### config.mk
export PLATFORM = sky130hd
export DESIGN_NAME = asp_dev_end_flat
export DESIGN_NICKNAME = d
export VERILOG_FILES = /design/src/asp_pkg.sv /design/src/asp_link_if.sv /design/src/asp_dev_end.sv /design/src/asp_serial_engine.sv /design/src/flat_wrapper.sv
export VERILOG_INCLUDE_DIRS = /design/src
export SDC_FILE = /design/constraint.sdc
export NUM_CORES = 1
export LEC_CHECK = 0
export CAP_MARGIN = 20
export CORE_MARGIN = 5
export CORE_UTILIZATION = 66
export CTS_CLUSTER_SIZE = 10
export DETAILED_ROUTE_END_ITERATION = 8
export DONT_BUFFER_PORTS = 1
export PLACE_DENSITY = 0.8
export SLEW_MARGIN = 20
export SYNTH_ARGS = -nofsm -noshare
export SYNTH_HDL_FRONTEND = slang
export SYNTH_SLANG_ARGS = --single-unit
### constraint.sdc
create_clock -name clk_sys_in -period 13 [get_ports clk_sys_in]
set_input_delay 1.3 -clock clk_sys_in [delete_from_list [all_inputs] [get_ports clk_sys_in]]
set_output_delay 1.3 -clock clk_sys_in [all_outputs]
set_load 0.005 [all_outputs]
### src/asp_consts.svh
// Timing, register offsets and field positions of the serial port
`ifndef ASP_CONSTS_SVH
`define ASP_CONSTS_SVH
`define ASP_CLK_MHZ 250
`define ASP_DIV_RST 16'h00d9
`define ASP_REG_CTRL 12'h000
`define ASP_REG_DIV 12'h004
`define ASP_REG_TXD 12'h008
`define ASP_REG_RXD 12'h00c
`define ASP_REG_STAT 12'h010
`define ASP_REG_MASK 12'h014
`define ASP_REG_FLOW 12'h018
`define ASP_REG_LIN 12'h01c
`define ASP_CTRL_RST 32'h0000_0003
`define ASP_FLOW_RST 32'h0000_0c04
`define ASP_ST_RX 0
`define ASP_ST_TXE 1
`define ASP_ST_PE 2
`define ASP_ST_FE 3
`define ASP_ST_OE 4
`define ASP_ST_BI 5
`define ASP_NST 6
`define ASP_FIFO_DEPTH 16
`endif

### src/asp_pkg.sv
// Types shared by both ends of the serial link
package asp_pkg;
    typedef enum logic [1:0] {
        ASP_PAR_NONE = 2'h0,
        ASP_PAR_EVEN = 2'h1,
        ASP_PAR_ODD = 2'h2
    } asp_par_t;
    typedef enum logic [1:0] {
        ASP_STOP_1 = 2'h0,
        ASP_STOP_15 = 2'h1,
        ASP_STOP_2 = 2'h2,
        ASP_STOP_25 = 2'h3
    } asp_stop_t;
    typedef enum logic [4:0] {
        ASP_TX_IDLE = 5'h01,
        ASP_TX_START = 5'h02,
        ASP_TX_BITS = 5'h04,
        ASP_TX_STOP = 5'h08,
        ASP_TX_GAP = 5'h10
    } asp_txs_t;
    typedef enum logic [3:0] {
        ASP_RX_IDLE = 4'h1,
        ASP_RX_START = 4'h2,
        ASP_RX_BITS = 4'h4,
        ASP_RX_STOP = 4'h8
    } asp_rxs_t;
    // Frame shape, agreed identically by both ends
    typedef struct packed {
        logic [1:0] len_sel;
        asp_par_t par;
        asp_stop_t stop;
        logic addr_bit_en;
        logic ir_en;
        logic [15:0] half_div;
    } asp_cfg_t;
endpackage

### src/asp_link_if.sv
// Serial lines between the port and the remote party
interface asp_link_if;
    logic dev_txd;
    logic dev_rts;
    logic far_txd;
    logic far_cts;
    modport dev (output dev_txd, output dev_rts, input far_txd,
        input far_cts);
    modport far (input dev_txd, input dev_rts, output far_txd,
        output far_cts);
endinterface

### src/asp_dev_end.sv
// Serial port device end: APB registers, FIFOs, flow control, IRQ
//
// Behaviour
// RULE1: full duplex, DMA or software data movement
// RULE2: five to eight data bits
// RULE3: no, even or odd parity
// RULE4: optional address bit, interrupt when addressed
// RULE5: stop of 1, 1.5, 2, 2.5 bits
// RULE6: transmit held while clear-to-send deasserted
// RULE7: RTS follows programmable receive fill thresholds
// RULE8: break command of programmable bit length
// RULE9: programmable inter-frame gap after stop
// RULE10: optional infrared encode and decode
// RULE11: receive line exported for timer measurement
// RULE12: start bit, LSB first, mid-bit sampling
// RULE13: parity, framing, overrun, break flagged to interrupt
`include "asp_consts.svh"
module asp_dev_end #(
    parameter int DEPTH = `ASP_FIFO_DEPTH
) (
    // Clock and reset
    input wire logic clk_sys_in,
    input wire logic rstn_in,
    // APB slave
    input wire logic psel_in,
    input wire logic penable_in,
    input wire logic pwrite_in,
    input wire logic [11:0] paddr_in,
    input wire logic [31:0] pwdata_in,
    output logic [31:0] prdata_out,
    output logic pready_out,
    output logic pslverr_out,
    // DMA requests and strobes
    output logic dma_tx_req_out,
    output logic dma_rx_req_out,
    input wire logic dma_tx_wr_in,
    input wire logic [8:0] dma_tx_data_in,
    input wire logic dma_rx_rd_in,
    // Interrupt and timer tap
    output logic irq_out,
    output logic rx_line_tap_out,
    // Link
    asp_link_if.dev link
);
    localparam int AW = $clog2(DEPTH);
    typedef struct packed {
        logic [31:0] ctrl, flow, lin, rdata;
        logic [15:0] div;
        logic [`ASP_NST-1:0] stat, mask;
        logic [1:0] cts_s, rx_s;
        logic [AW:0] tw, tr, rw, rr;
        logic rts, rdy, irq, tap, brk, txreq, rxreq;
        logic [DEPTH-1:0][8:0] tq, rq;
    } dev_t;
    dev_t s_ff, nxt_s;
    asp_pkg::asp_cfg_t cfg;
    logic tx_rdy, rv, pe, fe, bk;
    logic [8:0] rd;
    logic [AW:0] tfill, rfill;
    logic acc, wr, rdp;
    function automatic logic [AW:0] fill(input logic [AW:0] w, r);
        fill = w - r;
    endfunction
    ////////////////////////////////////////////////////////////////////
    assign cfg.len_sel = s_ff.ctrl[3:2];
    assign cfg.par = asp_pkg::asp_par_t'(s_ff.ctrl[5:4]);
    assign cfg.stop = asp_pkg::asp_stop_t'(s_ff.ctrl[7:6]);
    assign cfg.addr_bit_en = s_ff.ctrl[8];
    assign cfg.ir_en = s_ff.ctrl[9];
    assign cfg.half_div = s_ff.div;
    assign tfill = fill(s_ff.tw, s_ff.tr);
    assign rfill = fill(s_ff.rw, s_ff.rr);
    assign acc = psel_in && penable_in && !s_ff.rdy;
    assign wr = acc && pwrite_in;
    assign rdp = acc && !pwrite_in;
    always_comb begin
        nxt_s = s_ff;
        nxt_s.rdy = acc;
        nxt_s.cts_s = {s_ff.cts_s[0], link.far_cts};
        nxt_s.rx_s = {s_ff.rx_s[0], link.far_txd};
        nxt_s.tap = s_ff.rx_s[1]; // RULE11
        nxt_s.brk = s_ff.brk && !tx_rdy; // RULE8
        // Transmit queue pops when the engine takes a character
        if (tx_rdy && tfill != '0 && !s_ff.brk)
            nxt_s.tr = s_ff.tr + 1'b1;
        if ((wr && paddr_in == `ASP_REG_TXD || dma_tx_wr_in) &&
            tfill != (AW+1)'(DEPTH)) begin // RULE1
            nxt_s.tq[s_ff.tw[AW-1:0]] = dma_tx_wr_in ? dma_tx_data_in :
                pwdata_in[8:0];
            nxt_s.tw = s_ff.tw + 1'b1;
        end
        // Receive with address filter in multi-drop mode
        if (rv) begin
            if (rfill == (AW+1)'(DEPTH))
                nxt_s.stat[`ASP_ST_OE] = 1'b1; // RULE13
            else if (!cfg.addr_bit_en || !s_ff.ctrl[10] || rd[8]) begin
                nxt_s.rq[s_ff.rw[AW-1:0]] = rd; // RULE4
                nxt_s.rw = s_ff.rw + 1'b1;
                nxt_s.stat[`ASP_ST_RX] = 1'b1;
            end
            if (pe) nxt_s.stat[`ASP_ST_PE] = 1'b1; // RULE13
            if (fe && !bk) nxt_s.stat[`ASP_ST_FE] = 1'b1;
            if (bk) nxt_s.stat[`ASP_ST_BI] = 1'b1;
        end
        if ((rdp && paddr_in == `ASP_REG_RXD || dma_rx_rd_in) &&
            rfill != '0)
            nxt_s.rr = s_ff.rr + 1'b1;
        // Software writes
        if (wr) begin
            unique case (paddr_in)
                `ASP_REG_CTRL: nxt_s.ctrl = pwdata_in;
                `ASP_REG_DIV: nxt_s.div = pwdata_in[15:0];
                `ASP_REG_MASK: nxt_s.mask = pwdata_in[`ASP_NST-1:0];
                `ASP_REG_FLOW: nxt_s.flow = pwdata_in;
                `ASP_REG_LIN: begin
                    nxt_s.lin = pwdata_in;
                    nxt_s.brk = pwdata_in[16]; // RULE8
                end
                default: ;
            endcase
        end
        // Write one to clear; a same-cycle event keeps its bit only if that bit was clear before
        if (wr && paddr_in == `ASP_REG_STAT)
            nxt_s.stat = nxt_s.stat & ~(s_ff.stat & pwdata_in[`ASP_NST-1:0]
                & ~(nxt_s.stat ^ s_ff.stat));
        nxt_s.stat[`ASP_ST_TXE] = (tfill == '0) || nxt_s.stat[`ASP_ST_TXE]
            && !(wr && paddr_in == `ASP_REG_STAT && pwdata_in[`ASP_ST_TXE]);
        // RTS: deassert at high mark, reassert at low mark
        if (s_ff.ctrl[11]) begin
            if (rfill >= (AW+1)'(s_ff.flow[11:8]))
                nxt_s.rts = 1'b0; // RULE7
            else if (rfill <= (AW+1)'(s_ff.flow[3:0]))
                nxt_s.rts = 1'b1;
        end else begin
            nxt_s.rts = 1'b1;
        end
        nxt_s.irq = |(nxt_s.stat & s_ff.mask);
        nxt_s.txreq = s_ff.ctrl[12] && tfill < (AW+1)'(DEPTH - 1);
        nxt_s.rxreq = s_ff.ctrl[13] && rfill != '0;
        nxt_s.rdata = 32'h0;
        if (acc) begin
            unique case (paddr_in)
                `ASP_REG_CTRL: nxt_s.rdata = s_ff.ctrl;
                `ASP_REG_DIV: nxt_s.rdata = {16'h0, s_ff.div};
                `ASP_REG_RXD: nxt_s.rdata = {23'h0, s_ff.rq[s_ff.rr[AW-1:0]]};
                `ASP_REG_STAT: nxt_s.rdata = 32'(s_ff.stat);
                `ASP_REG_MASK: nxt_s.rdata = 32'(s_ff.mask);
                `ASP_REG_FLOW: nxt_s.rdata = s_ff.flow;
                `ASP_REG_LIN: nxt_s.rdata = s_ff.lin;
                default: nxt_s.rdata = 32'h0;
            endcase
        end
    end
    always_ff @(posedge clk_sys_in or negedge rstn_in) begin
        if (!rstn_in) begin
            s_ff <= '{ctrl: `ASP_CTRL_RST, flow: `ASP_FLOW_RST,
                div: `ASP_DIV_RST, cts_s: 2'h0, rx_s: 2'h3, rts: 1'b1,
                tap: 1'b1, default: '0};
        end else begin
            s_ff <= nxt_s;
        end
    end
    ////////////////////////////////////////////////////////////////////
    asp_serial_engine u_eng (
        .clk_sys_in(clk_sys_in),
        .rstn_in(rstn_in),
        .cfg_in(cfg),
        .gap_bits_in(s_ff.lin[7:0]), // RULE9
        .cts_gate_in(!s_ff.ctrl[14] || s_ff.cts_s[1]), // RULE6
        .tx_valid_in(tfill != '0),
        .tx_data_in(s_ff.tq[s_ff.tr[AW-1:0]]),
        .tx_break_in(s_ff.brk),
        .brk_bits_in(s_ff.lin[15:8]),
        .tx_ready_out(tx_rdy),
        .rx_valid_out(rv),
        .rx_data_out(rd),
        .rx_perr_out(pe),
        .rx_ferr_out(fe),
        .rx_brk_out(bk),
        .rxd_in(s_ff.rx_s[1]),
        .txd_out(link.dev_txd)
    );
    assign link.dev_rts = s_ff.rts;
    assign prdata_out = s_ff.rdata;
    assign pready_out = s_ff.rdy;
    assign pslverr_out = 1'b0;
    assign irq_out = s_ff.irq;
    assign rx_line_tap_out = s_ff.tap;
    assign dma_tx_req_out = s_ff.txreq;
    assign dma_rx_req_out = s_ff.rxreq;
endmodule

### src/asp_serial_engine.sv
// Serial transmit and receive engine shared by both ends
//
// The address map and the APB interface to the registers were decided locally.
`include "asp_consts.svh"
module asp_serial_engine (
    // Clock and reset
    input wire logic clk_sys_in,
    input wire logic rstn_in,
    // Configuration
    input wire asp_pkg::asp_cfg_t cfg_in,
    input wire logic [7:0] gap_bits_in,
    input wire logic cts_gate_in,
    // Transmit request
    input wire logic tx_valid_in,
    input wire logic [8:0] tx_data_in,
    input wire logic tx_break_in,
    input wire logic [7:0] brk_bits_in,
    output logic tx_ready_out,
    // Receive result
    output logic rx_valid_out,
    output logic [8:0] rx_data_out,
    output logic rx_perr_out,
    output logic rx_ferr_out,
    output logic rx_brk_out,
    // Line
    input wire logic rxd_in,
    output logic txd_out
);
    typedef struct packed {
        logic rx_m1, rx_m2;
        asp_pkg::asp_txs_t ts;
        logic [16:0] tcnt;
        logic [4:0] thalf;
        logic [3:0] tbit;
        logic [10:0] tsh;
        logic tbrk;
        logic txd;
        asp_pkg::asp_rxs_t rs;
        logic [16:0] rcnt;
        logic [3:0] rbit;
        logic [10:0] rsh;
        logic rv;
        logic [8:0] rd;
        logic pe, fe, bi;
    } eng_t;
    eng_t st_ff, nxt_st;
    // Data bits per frame: five to eight, plus one when the address bit is enabled
    function automatic logic [3:0] nbits(input asp_pkg::asp_cfg_t c);
        nbits = 4'h5 + {2'h0, c.len_sel} + {3'h0, c.addr_bit_en}; // RULE2 RULE4
    endfunction
    function automatic logic par_of(input logic [8:0] d,
        input asp_pkg::asp_cfg_t c);
        logic [8:0] m;
        m = 9'h1ff >> (4'h9 - nbits(c));
        par_of = ^(d & m) ^ (c.par == asp_pkg::ASP_PAR_ODD); // RULE3
    endfunction
    // Frame length after the start bit, in half bits
    function automatic logic [4:0] total_halves(input asp_pkg::asp_cfg_t c);
        total_halves = 5'((nbits(c) + 4'((c.par != asp_pkg::ASP_PAR_NONE)
            ? 1 : 0)) << 1) + 5'h2 + {3'h0, c.stop}; // RULE5
    endfunction
    always_comb begin
        nxt_st = st_ff;
        nxt_st.rx_m1 = rxd_in;
        nxt_st.rx_m2 = st_ff.rx_m1;
        nxt_st.rv = 1'b0;
        // Transmitter: one counter step per half bit
        unique case (st_ff.ts)
            asp_pkg::ASP_TX_IDLE: begin
                nxt_st.txd = 1'b1;
                if (tx_break_in && cts_gate_in) begin
                    nxt_st.tbrk = 1'b1; // RULE8
                    nxt_st.thalf = 5'(brk_bits_in << 1);
                    nxt_st.tcnt = 17'h0;
                    nxt_st.ts = asp_pkg::ASP_TX_BITS;
                    nxt_st.tsh = 11'h0;
                end else if (tx_valid_in && cts_gate_in) begin // RULE6
                    nxt_st.tbrk = 1'b0;
                    nxt_st.tsh = (11'h7ff << nbits(cfg_in)) | {2'h0,
                        tx_data_in};
                    if (cfg_in.par != asp_pkg::ASP_PAR_NONE)
                        nxt_st.tsh[nbits(cfg_in)] = par_of(tx_data_in, cfg_in);
                    nxt_st.thalf = total_halves(cfg_in);
                    nxt_st.tcnt = 17'h0;
                    nxt_st.tbit = 4'h0;
                    nxt_st.ts = asp_pkg::ASP_TX_START;
                end
            end
            asp_pkg::ASP_TX_START, asp_pkg::ASP_TX_BITS,
            asp_pkg::ASP_TX_STOP, asp_pkg::ASP_TX_GAP: begin
                // Start bit low, then LSB first from the shifter
                if (st_ff.ts == asp_pkg::ASP_TX_START)
                    nxt_st.txd = 1'b0; // RULE12
                else if (st_ff.ts == asp_pkg::ASP_TX_GAP)
                    nxt_st.txd = 1'b1; // RULE9
                else
                    nxt_st.txd = st_ff.tbrk ? 1'b0 : st_ff.tsh[0]; // RULE8 RULE12
                if (cfg_in.ir_en)
                    nxt_st.txd = ~(!nxt_st.txd && st_ff.tcnt <
                        17'((cfg_in.half_div * 3) >> 3)); // RULE10
                if (st_ff.tcnt >= {1'b0, cfg_in.half_div}) begin
                    nxt_st.tcnt = 17'h0;
                    nxt_st.tbit = st_ff.tbit + 4'h1;
                    if (st_ff.ts == asp_pkg::ASP_TX_START) begin
                        if (st_ff.tbit[0]) begin
                            nxt_st.ts = asp_pkg::ASP_TX_BITS;
                            nxt_st.tbit = 4'h0;
                        end
                    end else if (st_ff.ts == asp_pkg::ASP_TX_GAP) begin
                        nxt_st.thalf = st_ff.thalf - 5'h1;
                        if (st_ff.thalf <= 5'h1)
                            nxt_st.ts = asp_pkg::ASP_TX_IDLE;
                    end else begin
                        nxt_st.thalf = st_ff.thalf - 5'h1;
                        if (st_ff.tbit[0])
                            nxt_st.tsh = {1'b1, st_ff.tsh[10:1]};
                        if (st_ff.thalf <= 5'h1) begin
                            nxt_st.ts = (gap_bits_in != 8'h0) ?
                                asp_pkg::ASP_TX_GAP : asp_pkg::ASP_TX_IDLE;
                            nxt_st.thalf = 5'(gap_bits_in << 1);
                        end
                    end
                end else begin
                    nxt_st.tcnt = st_ff.tcnt + 17'h1;
                end
            end
            default: nxt_st.ts = asp_pkg::ASP_TX_IDLE;
        endcase
        // Receiver: sample mid bit
        unique case (st_ff.rs)
            asp_pkg::ASP_RX_IDLE: begin
                if (st_ff.rx_m2 == cfg_in.ir_en) begin
                    nxt_st.rs = asp_pkg::ASP_RX_START;
                    nxt_st.rcnt = 17'h0;
                    nxt_st.rsh = 11'h0;
                    nxt_st.rbit = 4'h0;
                end
            end
            asp_pkg::ASP_RX_START, asp_pkg::ASP_RX_BITS,
            asp_pkg::ASP_RX_STOP: begin
                nxt_st.rcnt = st_ff.rcnt + 17'h1;
                if (st_ff.rcnt == {1'b0, cfg_in.half_div} &&
                    st_ff.rs == asp_pkg::ASP_RX_START) begin
                    nxt_st.rcnt = 17'h0;
                    nxt_st.rs = asp_pkg::ASP_RX_BITS; // RULE12
                end else if (st_ff.rcnt == {cfg_in.half_div, 1'b1}) begin
                    nxt_st.rcnt = 17'h0;
                    nxt_st.rsh = {st_ff.rx_m2 ^ cfg_in.ir_en, st_ff.rsh[10:1]};
                    nxt_st.rbit = st_ff.rbit + 4'h1;
                    if (st_ff.rbit == nbits(cfg_in) +
                        4'((cfg_in.par != asp_pkg::ASP_PAR_NONE) ? 1 : 0)) begin
                        nxt_st.rs = asp_pkg::ASP_RX_IDLE;
                        nxt_st.rv = 1'b1;
                        nxt_st.rd = 9'(nxt_st.rsh >> (4'ha - st_ff.rbit));
                        nxt_st.rd = nxt_st.rd & (9'h1ff >> (4'h9 - nbits(cfg_in)));
                        nxt_st.fe = !(st_ff.rx_m2 ^ cfg_in.ir_en); // RULE13
                        nxt_st.pe = (cfg_in.par != asp_pkg::ASP_PAR_NONE) &&
                            (nxt_st.rsh[9] != par_of(nxt_st.rd, cfg_in));
                        nxt_st.bi = (nxt_st.rsh == 11'h0); // RULE13
                    end
                end
            end
            default: nxt_st.rs = asp_pkg::ASP_RX_IDLE;
        endcase
    end
    always_ff @(posedge clk_sys_in or negedge rstn_in) begin
        if (!rstn_in) begin
            st_ff <= '{rx_m1: 1'b1, rx_m2: 1'b1, ts: asp_pkg::ASP_TX_IDLE,
                rs: asp_pkg::ASP_RX_IDLE, txd: 1'b1, tsh: 11'h7ff,
                default: '0};
        end else begin
            st_ff <= nxt_st;
        end
    end
    assign txd_out = st_ff.txd;
    assign tx_ready_out = (st_ff.ts == asp_pkg::ASP_TX_IDLE) && cts_gate_in;
    assign rx_valid_out = st_ff.rv;
    assign rx_data_out = st_ff.rd;
    assign rx_perr_out = st_ff.pe;
    assign rx_ferr_out = st_ff.fe;
    assign rx_brk_out = st_ff.bi;
endmodule

### src/flat_wrapper.sv
// flat-port wrapper written by rule: the top's interface ports become plain ports
module asp_dev_end_flat 
#(
    parameter int DEPTH = `ASP_FIFO_DEPTH
)
  (clk_sys_in, rstn_in, psel_in, penable_in, pwrite_in, paddr_in, pwdata_in, prdata_out, pready_out, pslverr_out, dma_tx_req_out, dma_rx_req_out, dma_tx_wr_in, dma_tx_data_in, dma_rx_rd_in, irq_out, rx_line_tap_out, link_dev_txd, link_dev_rts, link_far_txd, link_far_cts);
  asp_link_if link_i ();
  input wire logic clk_sys_in;
  input wire logic rstn_in;
  input wire logic psel_in;
  input wire logic penable_in;
  input wire logic pwrite_in;
  input wire logic [11:0] paddr_in;
  input wire logic [31:0] pwdata_in;
  output logic [31:0] prdata_out;
  output logic pready_out;
  output logic pslverr_out;
  output logic dma_tx_req_out;
  output logic dma_rx_req_out;
  input wire logic dma_tx_wr_in;
  input wire logic [8:0] dma_tx_data_in;
  input wire logic dma_rx_rd_in;
  output logic irq_out;
  output logic rx_line_tap_out;
  output wire logic [$bits(link_i.dev_txd)-1:0] link_dev_txd;
  output wire logic [$bits(link_i.dev_rts)-1:0] link_dev_rts;
  input wire logic [$bits(link_i.far_txd)-1:0] link_far_txd;
  input wire logic [$bits(link_i.far_cts)-1:0] link_far_cts;
  assign link_dev_txd = link_i.dev_txd;
  assign link_dev_rts = link_i.dev_rts;
  assign link_i.far_txd = link_far_txd;
  assign link_i.far_cts = link_far_cts;
  asp_dev_end #(.DEPTH(DEPTH)) u_core (.clk_sys_in(clk_sys_in), .rstn_in(rstn_in), .psel_in(psel_in), .penable_in(penable_in), .pwrite_in(pwrite_in), .paddr_in(paddr_in), .pwdata_in(pwdata_in), .prdata_out(prdata_out), .pready_out(pready_out), .pslverr_out(pslverr_out), .dma_tx_req_out(dma_tx_req_out), .dma_rx_req_out(dma_rx_req_out), .dma_tx_wr_in(dma_tx_wr_in), .dma_tx_data_in(dma_tx_data_in), .dma_rx_rd_in(dma_rx_rd_in), .irq_out(irq_out), .rx_line_tap_out(rx_line_tap_out), .link(link_i));
endmodule
# --- After elaboration in Yosys (flattened, before gate mapping) ---
# Index checks and enable logic that the tools add are counted.
op_classes:
  n_addsub: 19
  n_mul: 1
  div: 0
  order_cmp: 14
  n_eq_ne: 39
  shifts: 3
  mux: 70
  bitwise: 17
  reduce_logical: 74
ops:
  columns: ["op", "count"]
  rows:
  - ["144-bit bitwise mux", 2]
  - ["32-bit one-hot mux with 7 select lines", 1]
  - ["37-bit one-hot mux with 2 select lines", 1]
  - ["9-bit binary-select mux with 4-bit select", 2]
  - ["9-bit demux with 4-bit select", 2]
  - ["32-bit one-hot mux with 2 select lines", 1]
  - ["5-bit 2-to-1 mux", 10]
  - ["49-bit 2-to-1 mux", 1]
  - ["12-bit by 5-bit == test with 1-bit output (second input constant)", 4]
  - ["9-bit 2-to-1 mux", 5]
  - ["11-bit 2-to-1 mux", 4]
  - ["43-bit 2-to-1 mux", 1]
  - ["36-bit 2-to-1 mux", 1]
  - ["17-bit by 1-bit adder with 17-bit output (second input constant)", 2]
  - ["32-bit 2-to-1 mux", 1]
  - ["28-bit 2-to-1 mux", 1]
  - ["9-bit AND", 3]
  - ["27-bit 2-to-1 mux", 1]
  - ["1-bit logical AND", 26]
  - ["13-bit 2-to-1 mux", 2]
  - ["4-bit by 5-bit < comparator with 1-bit output (second input constant)", 5]
  - ["6-bit AND", 4]
  - ["12-bit by 4-bit == test with 1-bit output (second input constant)", 2]
  - ["21-bit 2-to-1 mux", 1]
  - ["72 further kinds", 154]
word_totals:
  reg_bits: 569
  latchBits: 0
  ramBits: 0
  mem_bits_ro: 0
  input_bits: 62
  output_inout_bits: 40
  word_cells: 306
  mem_count: 0

# --- Logic depth before layout (Yosys ltp) ---
logic_depth:
  word_depth: 16
  ltp_mapped: 18
  depth_no_buf: 18

# --- By module ---
# From an unflattened synthesis, not the netlist that was laid out.
hier_totals:
  cells_unflattened: 2304
  area_unflattened_um2: 29183.0
modules_own_cells:
  columns: ["mod", "instances", "cells_per_inst", "area_each_um2", "seq_area_each_um2"]
  rows:
  - ["asp_dev_end", 1, 1467, 21924.8, 11903.9]
  - ["asp_serial_engine", 1, 837, 7258.2, 2247.2]

# --- Worst setup path after synthesis ---
# OpenSTA, ideal clock, no wires.
synth_path:
  path_type: "flip-flop to flip-flop"
  from: "reg u_core.s_ff[306] (netlist name)"
  to: "reg u_core.u_eng.st_ff[83] (netlist name)"
  setup_time_ns: 0.133
  arrival_ns: 4.006
  t_required_ns: 12.867
  slack_ns: 8.861
  path_stages_with_launch: 16
  n_path_buf: 4
  period_less_slack_ns: 4.139
  path_cell_list: "dfrtp_1 > buf_6 > buf_4 > buf_2 > buf_2 > inv_1 > fa_1 > xor2_1 > or3b_2 > a2111oi_0 > o21ai_0 > and3_1 > and3_1 > nand4_1 > xor2_1 > nor2_1"
synth_between:
  elab_chain_cells: 5
synth_rtl:
  columns: ["item", "line", "text"]
  rows:
  - ["start, declared", "asp_dev_end.sv:55", "dev_t s_ff, nxt_s;"]
  - ["start signal, assigned", "asp_dev_end.sv:156", "s_ff <= '{ctrl: `ASP_CTRL_RST, flow: `ASP_FLOW_RST,"]
  - ["start signal, assigned", "asp_dev_end.sv:160", "s_ff <= nxt_s;"]
  - ["5-bit subtractor", "asp_dev_end.sv:62", "fill = w - r;"]
  - ["5-bit nonzero test", "asp_dev_end.sv:170", ".tx_valid_in(tfill != '0),"]
  - ["1-bit logical AND", "asp_serial_engine.sv:77", "end else if (tx_valid_in && cts_gate_in) begin"]
  - ["3-bit != test (no source line)", null, null]
  - ["2-bit AND reduction (no source line)", null, null]
  - ["end signal, assigned", "asp_serial_engine.sv:168", "st_ff <= '{rx_m1: 1'b1, rx_m2: 1'b1, ts: asp_pkg::ASP_TX_IDLE,"]
  - ["end signal, assigned", "asp_serial_engine.sv:172", "st_ff <= nxt_st;"]
  - ["end, declared", "asp_serial_engine.sv:46", "eng_t st_ff, nxt_st;"]
# No other way between the ends.
# A chain may end at the register's enable or synchronous reset.

# --- Final worst setup path ---
layout_path:
  from: "reg u_core.s_ff[295] (netlist name)"
  to: "reg u_core.s_ff[33] (netlist name)"
layout_between:
  elab_chain_cells: 4
layout_rtl:
  columns: ["item", "line", "text"]
  rows:
  - ["5-bit subtractor", "asp_dev_end.sv:62", null]
  - ["5-bit == test", "asp_dev_end.sv:94", "if (rfill == (AW+1)'(DEPTH))"]
  - ["1-bit NOT (no source line)", null, null]
  - ["3-bit AND reduction (no source line)", null, null]
# No other way between the ends.

==> reports/qor.yml <==
run_status:
  status: "finished, violations left"
  violations: "DRC, slew limit"
clock_tree:
  clk_pin_slew_ps: 60
  cts_tree: "built"
  root_buffer: "clkbuf_16"
  cts_setup_buffers: 0
  insertion_delay_ps: 600
  clock_sinks: 563
  holdBufCountCts: 0
  cts_made_buffers: 67
  ctsResizeCount: 0
  clk_path_buf_depth: 3
  htree_levels: 3
setup_path:
  r2r_start: "u_core.s_ff[295]"
  cp.arrival_ps: 5190
  worstSetupStartpoint: "u_core.s_ff[295]"
  critPathRequiredTime_ps: 13450
  r2r-end: "u_core.s_ff[33]"
  r2r_slack_ps: 8260
  path_class: "reg2reg"
  path_max_fanout: 40
  startpoint_type: "flop"
  r2r_cells: 12
  critPathCapture: "u_core.s_ff[33]"
  setup.worst_path.end_class: "flop"
sta:
  fin_tns_setup_ps: 0
  setup_viol: 0
  rsz0062_at_grt: "no"
  fin_skew_ps: 30.93
  slew_viol_final: 374
  max_freq_ghz: 0.2112
  relSlewSlack_pct: -49.69
  fin_ws_ps: 8265
  hold_violations: 0
  fin_crit_ps: 4735
  worst_pin_slew_ps: 2245
  period_share_pct: 36.43
logic_synthesis:
  synth_edf_count: 0
  synthAdderAreaFrac_pct: 3.998
  synth.top_cells.by_count: "dfrtp_1, nand2_1, mux2_2"
  muxShareOfSynthArea_pct: 18.85
  synth_most_common_cell: "dfrtp_1"
  netlist.area_leader.share_pct: 48.08
  synth-main-ff-cell: "dfrtp_1"
  netlist_area_um2: 27790
  yosysTopAreaCell: "dfrtp_1"
  yosys.area_share.simple_pct: 9.607
  yosysSeqAreaShare_pct: 50.82
  yosysWarnings: 0
  ys_types: 70
  synth_xor_area_share_pct: 3.872
  synth_compound_area_share_pct: 9.310
  syn_area_per_cell_um2: 11.67
  async_flop_share_pct: 100.0
  synth_top_family_by_area: "multiplexers"
  synth_nets: 2530
  synth_area_leaders: "dfrtp_1, mux2_2, mux4_2"
  synthCells: 2381
  ys_seq_elements: 563
grt:
  gr-usage-met1_pct: 39.19
  grt_pass1_wl_um: 110900
  grt.overflow.total: 0
  grt_usage_pct: 29.80
  busiest_layer: "met2"
  grt_max_degree: 564
  use_met3_pct: 7.064
  antenna_found_initial: 0
  grt_pass1_vias: 19890
  grtUsageMet2_pct: 48.08
layout:
  area_growth_pct: 7.847
  drive_above_1_share_pct: 21.45
  final_net_count: 2465
  antennaDiodeCount: 0
  nFillCells: 2659
floorplanning:
  coreArea_um2: 41760
  dieArea_um2: 46310
  start_util_pct: 66.55
  rows: 75
  die_x_um: 215.2
  die_h_um: 215.2
  num_io_pins: 102
drt:
  num_vias: 19272
  drt_iter0_markers: 2100
  dr.pass1.iters: 9
  ant_nets: 0
  drcViolationCount: 8
  drt-total-wl_um: 68710
  via_per_inst: 6.662
  wl_per_cell_um: 23.75
flow_run:
  drv_cap: 0
placed_design:
  dp_slack_ps: 7830
  place_congestion: 0.9075
  port_buffers: 0
  dp_hpwl_um: 44960
hold_path:
  hp-class: "reg2reg"
  hold_start: "u_core.nxt_s[318]"
power:
  vdd_drop_max_v: 0.0001259
  p_leak_nw: 13.83
  p_total_mw: 5.357
  cellPowerDensity_nw_per_um2: 178.7
[area by class of cell]
type	instances	area, um2	area share [%]
Clock buffer	102	1912	6.379
Clock inverter	5	58.81	0.1962
Inverter	65	244.0	0.8140
Multi-Input combinational cell	1595	12760	42.57
Sequential cell	563	14130	47.13
Tap cell	539	674.4	2.250
Timing Repair Buffer	24	196.4	0.6554
[cell usage in the layout, fill, tap and decap left out, types with 28 or more instances in the layout]
master / instances
mux2_2: 259
a21oi_1: 61
dfstp_2: 29
o21ai_0: 216
dfrtp_1: 532
nor2_1: 101
inv_1: 64
clkbuf_16: 70
xor2_1: 50
a222oi_1: 33
clkbuf_1: 28
ha_1: 84
mux4_2: 85
nand3_1: 33
xnor2_1: 64
nand2_1: 303
[kinds of logic after synthesis]
logic type | after synthesis
XOR/XNOR | 118
AND/OR/NAND/NOR | 590
multiplexers | 375
flip-flops | 563
AO/OA/AOI/OAI | 424
buffers and inverters | 223
adder cells (fa/ha/maj) | 87
other | 1
[critical path: stages, from the launching register on]
cell and delay, ps:
dfrtp_2 340, buf_4 620, ha_1 270, inv_1 60, fa_1 390, a21o_1 190, a21oi_1 170, xnor2_1 240
nor2_1 130, nor2_1 520, nand2_1 340, nor3_2 890, mux2_2 430
[routing by layer]
layer	wire [um]	share of wire (%)
met1	26850	39
met3	5914	8.6
met2	32830	48
met4	3115	4.5
met5	0	0
[power breakdown]
part	total [mW]	internal [mW]	switching (mW)
Clock	1.71	1.01	0.704
Sequential	2.24	2.04	0.198
Combinational	1.41	0.612	0.795
Total	5.36	3.66	1.70
[state kept, by name (all words and copies together), names as in the netlist]
register / cells
u_core.s_ff: 410
u_core.u_eng.st_ff: 74
u_core.prdata_out: 32
u_core.cfg: 24
u_core.u_eng.rx_data_out: 9
u_core.nxt_s: 3
u_core.dma_rx_req_out: 1
u_core.dma_tx_req_out: 1
u_core.irq_out: 1
u_core.link.dev_rts: 1
u_core.pready_out: 1
u_core.rx_line_tap_out: 1
u_core.u_eng.rx_brk_out: 1
u_core.u_eng.rx_ferr_out: 1
u_core.u_eng.rx_perr_out: 1
u_core.u_eng.rx_valid_out: 1
u_core.u_eng.txd_out: 1
[how the worst min path moves through the flow]
stage,to,cells past startpoint
CTS,u_core.nxt_s[291],0
global route,u_core.nxt_s[291],0
detailed placement,u_core.s_ff[318],0
global placement,u_core.s_ff[318],0
floorplan,u_core.s_ff[318],0
finish,u_core.s_ff[318],0
[through the flow]
stage | instances | instance area (um2) | hold WS [ps] | util (%)
6_report | 2893 | 29970 | 352.6 | 71.78
5_1_grt | 2893 | 29970 | 357.1 | 71.78
4_1_cts | 2891 | 29940 | 355.2 | 71.69
3_5_place_dp | 2784 | 27970 | 343.4 | 66.98
3_3_place_gp | 2784 | 27960 | 333.2 | 66.95
2_1_floorplan | 2381 | 27790 | 331.2 | -
Note: power is estimated with default switching activity, not from simulation.
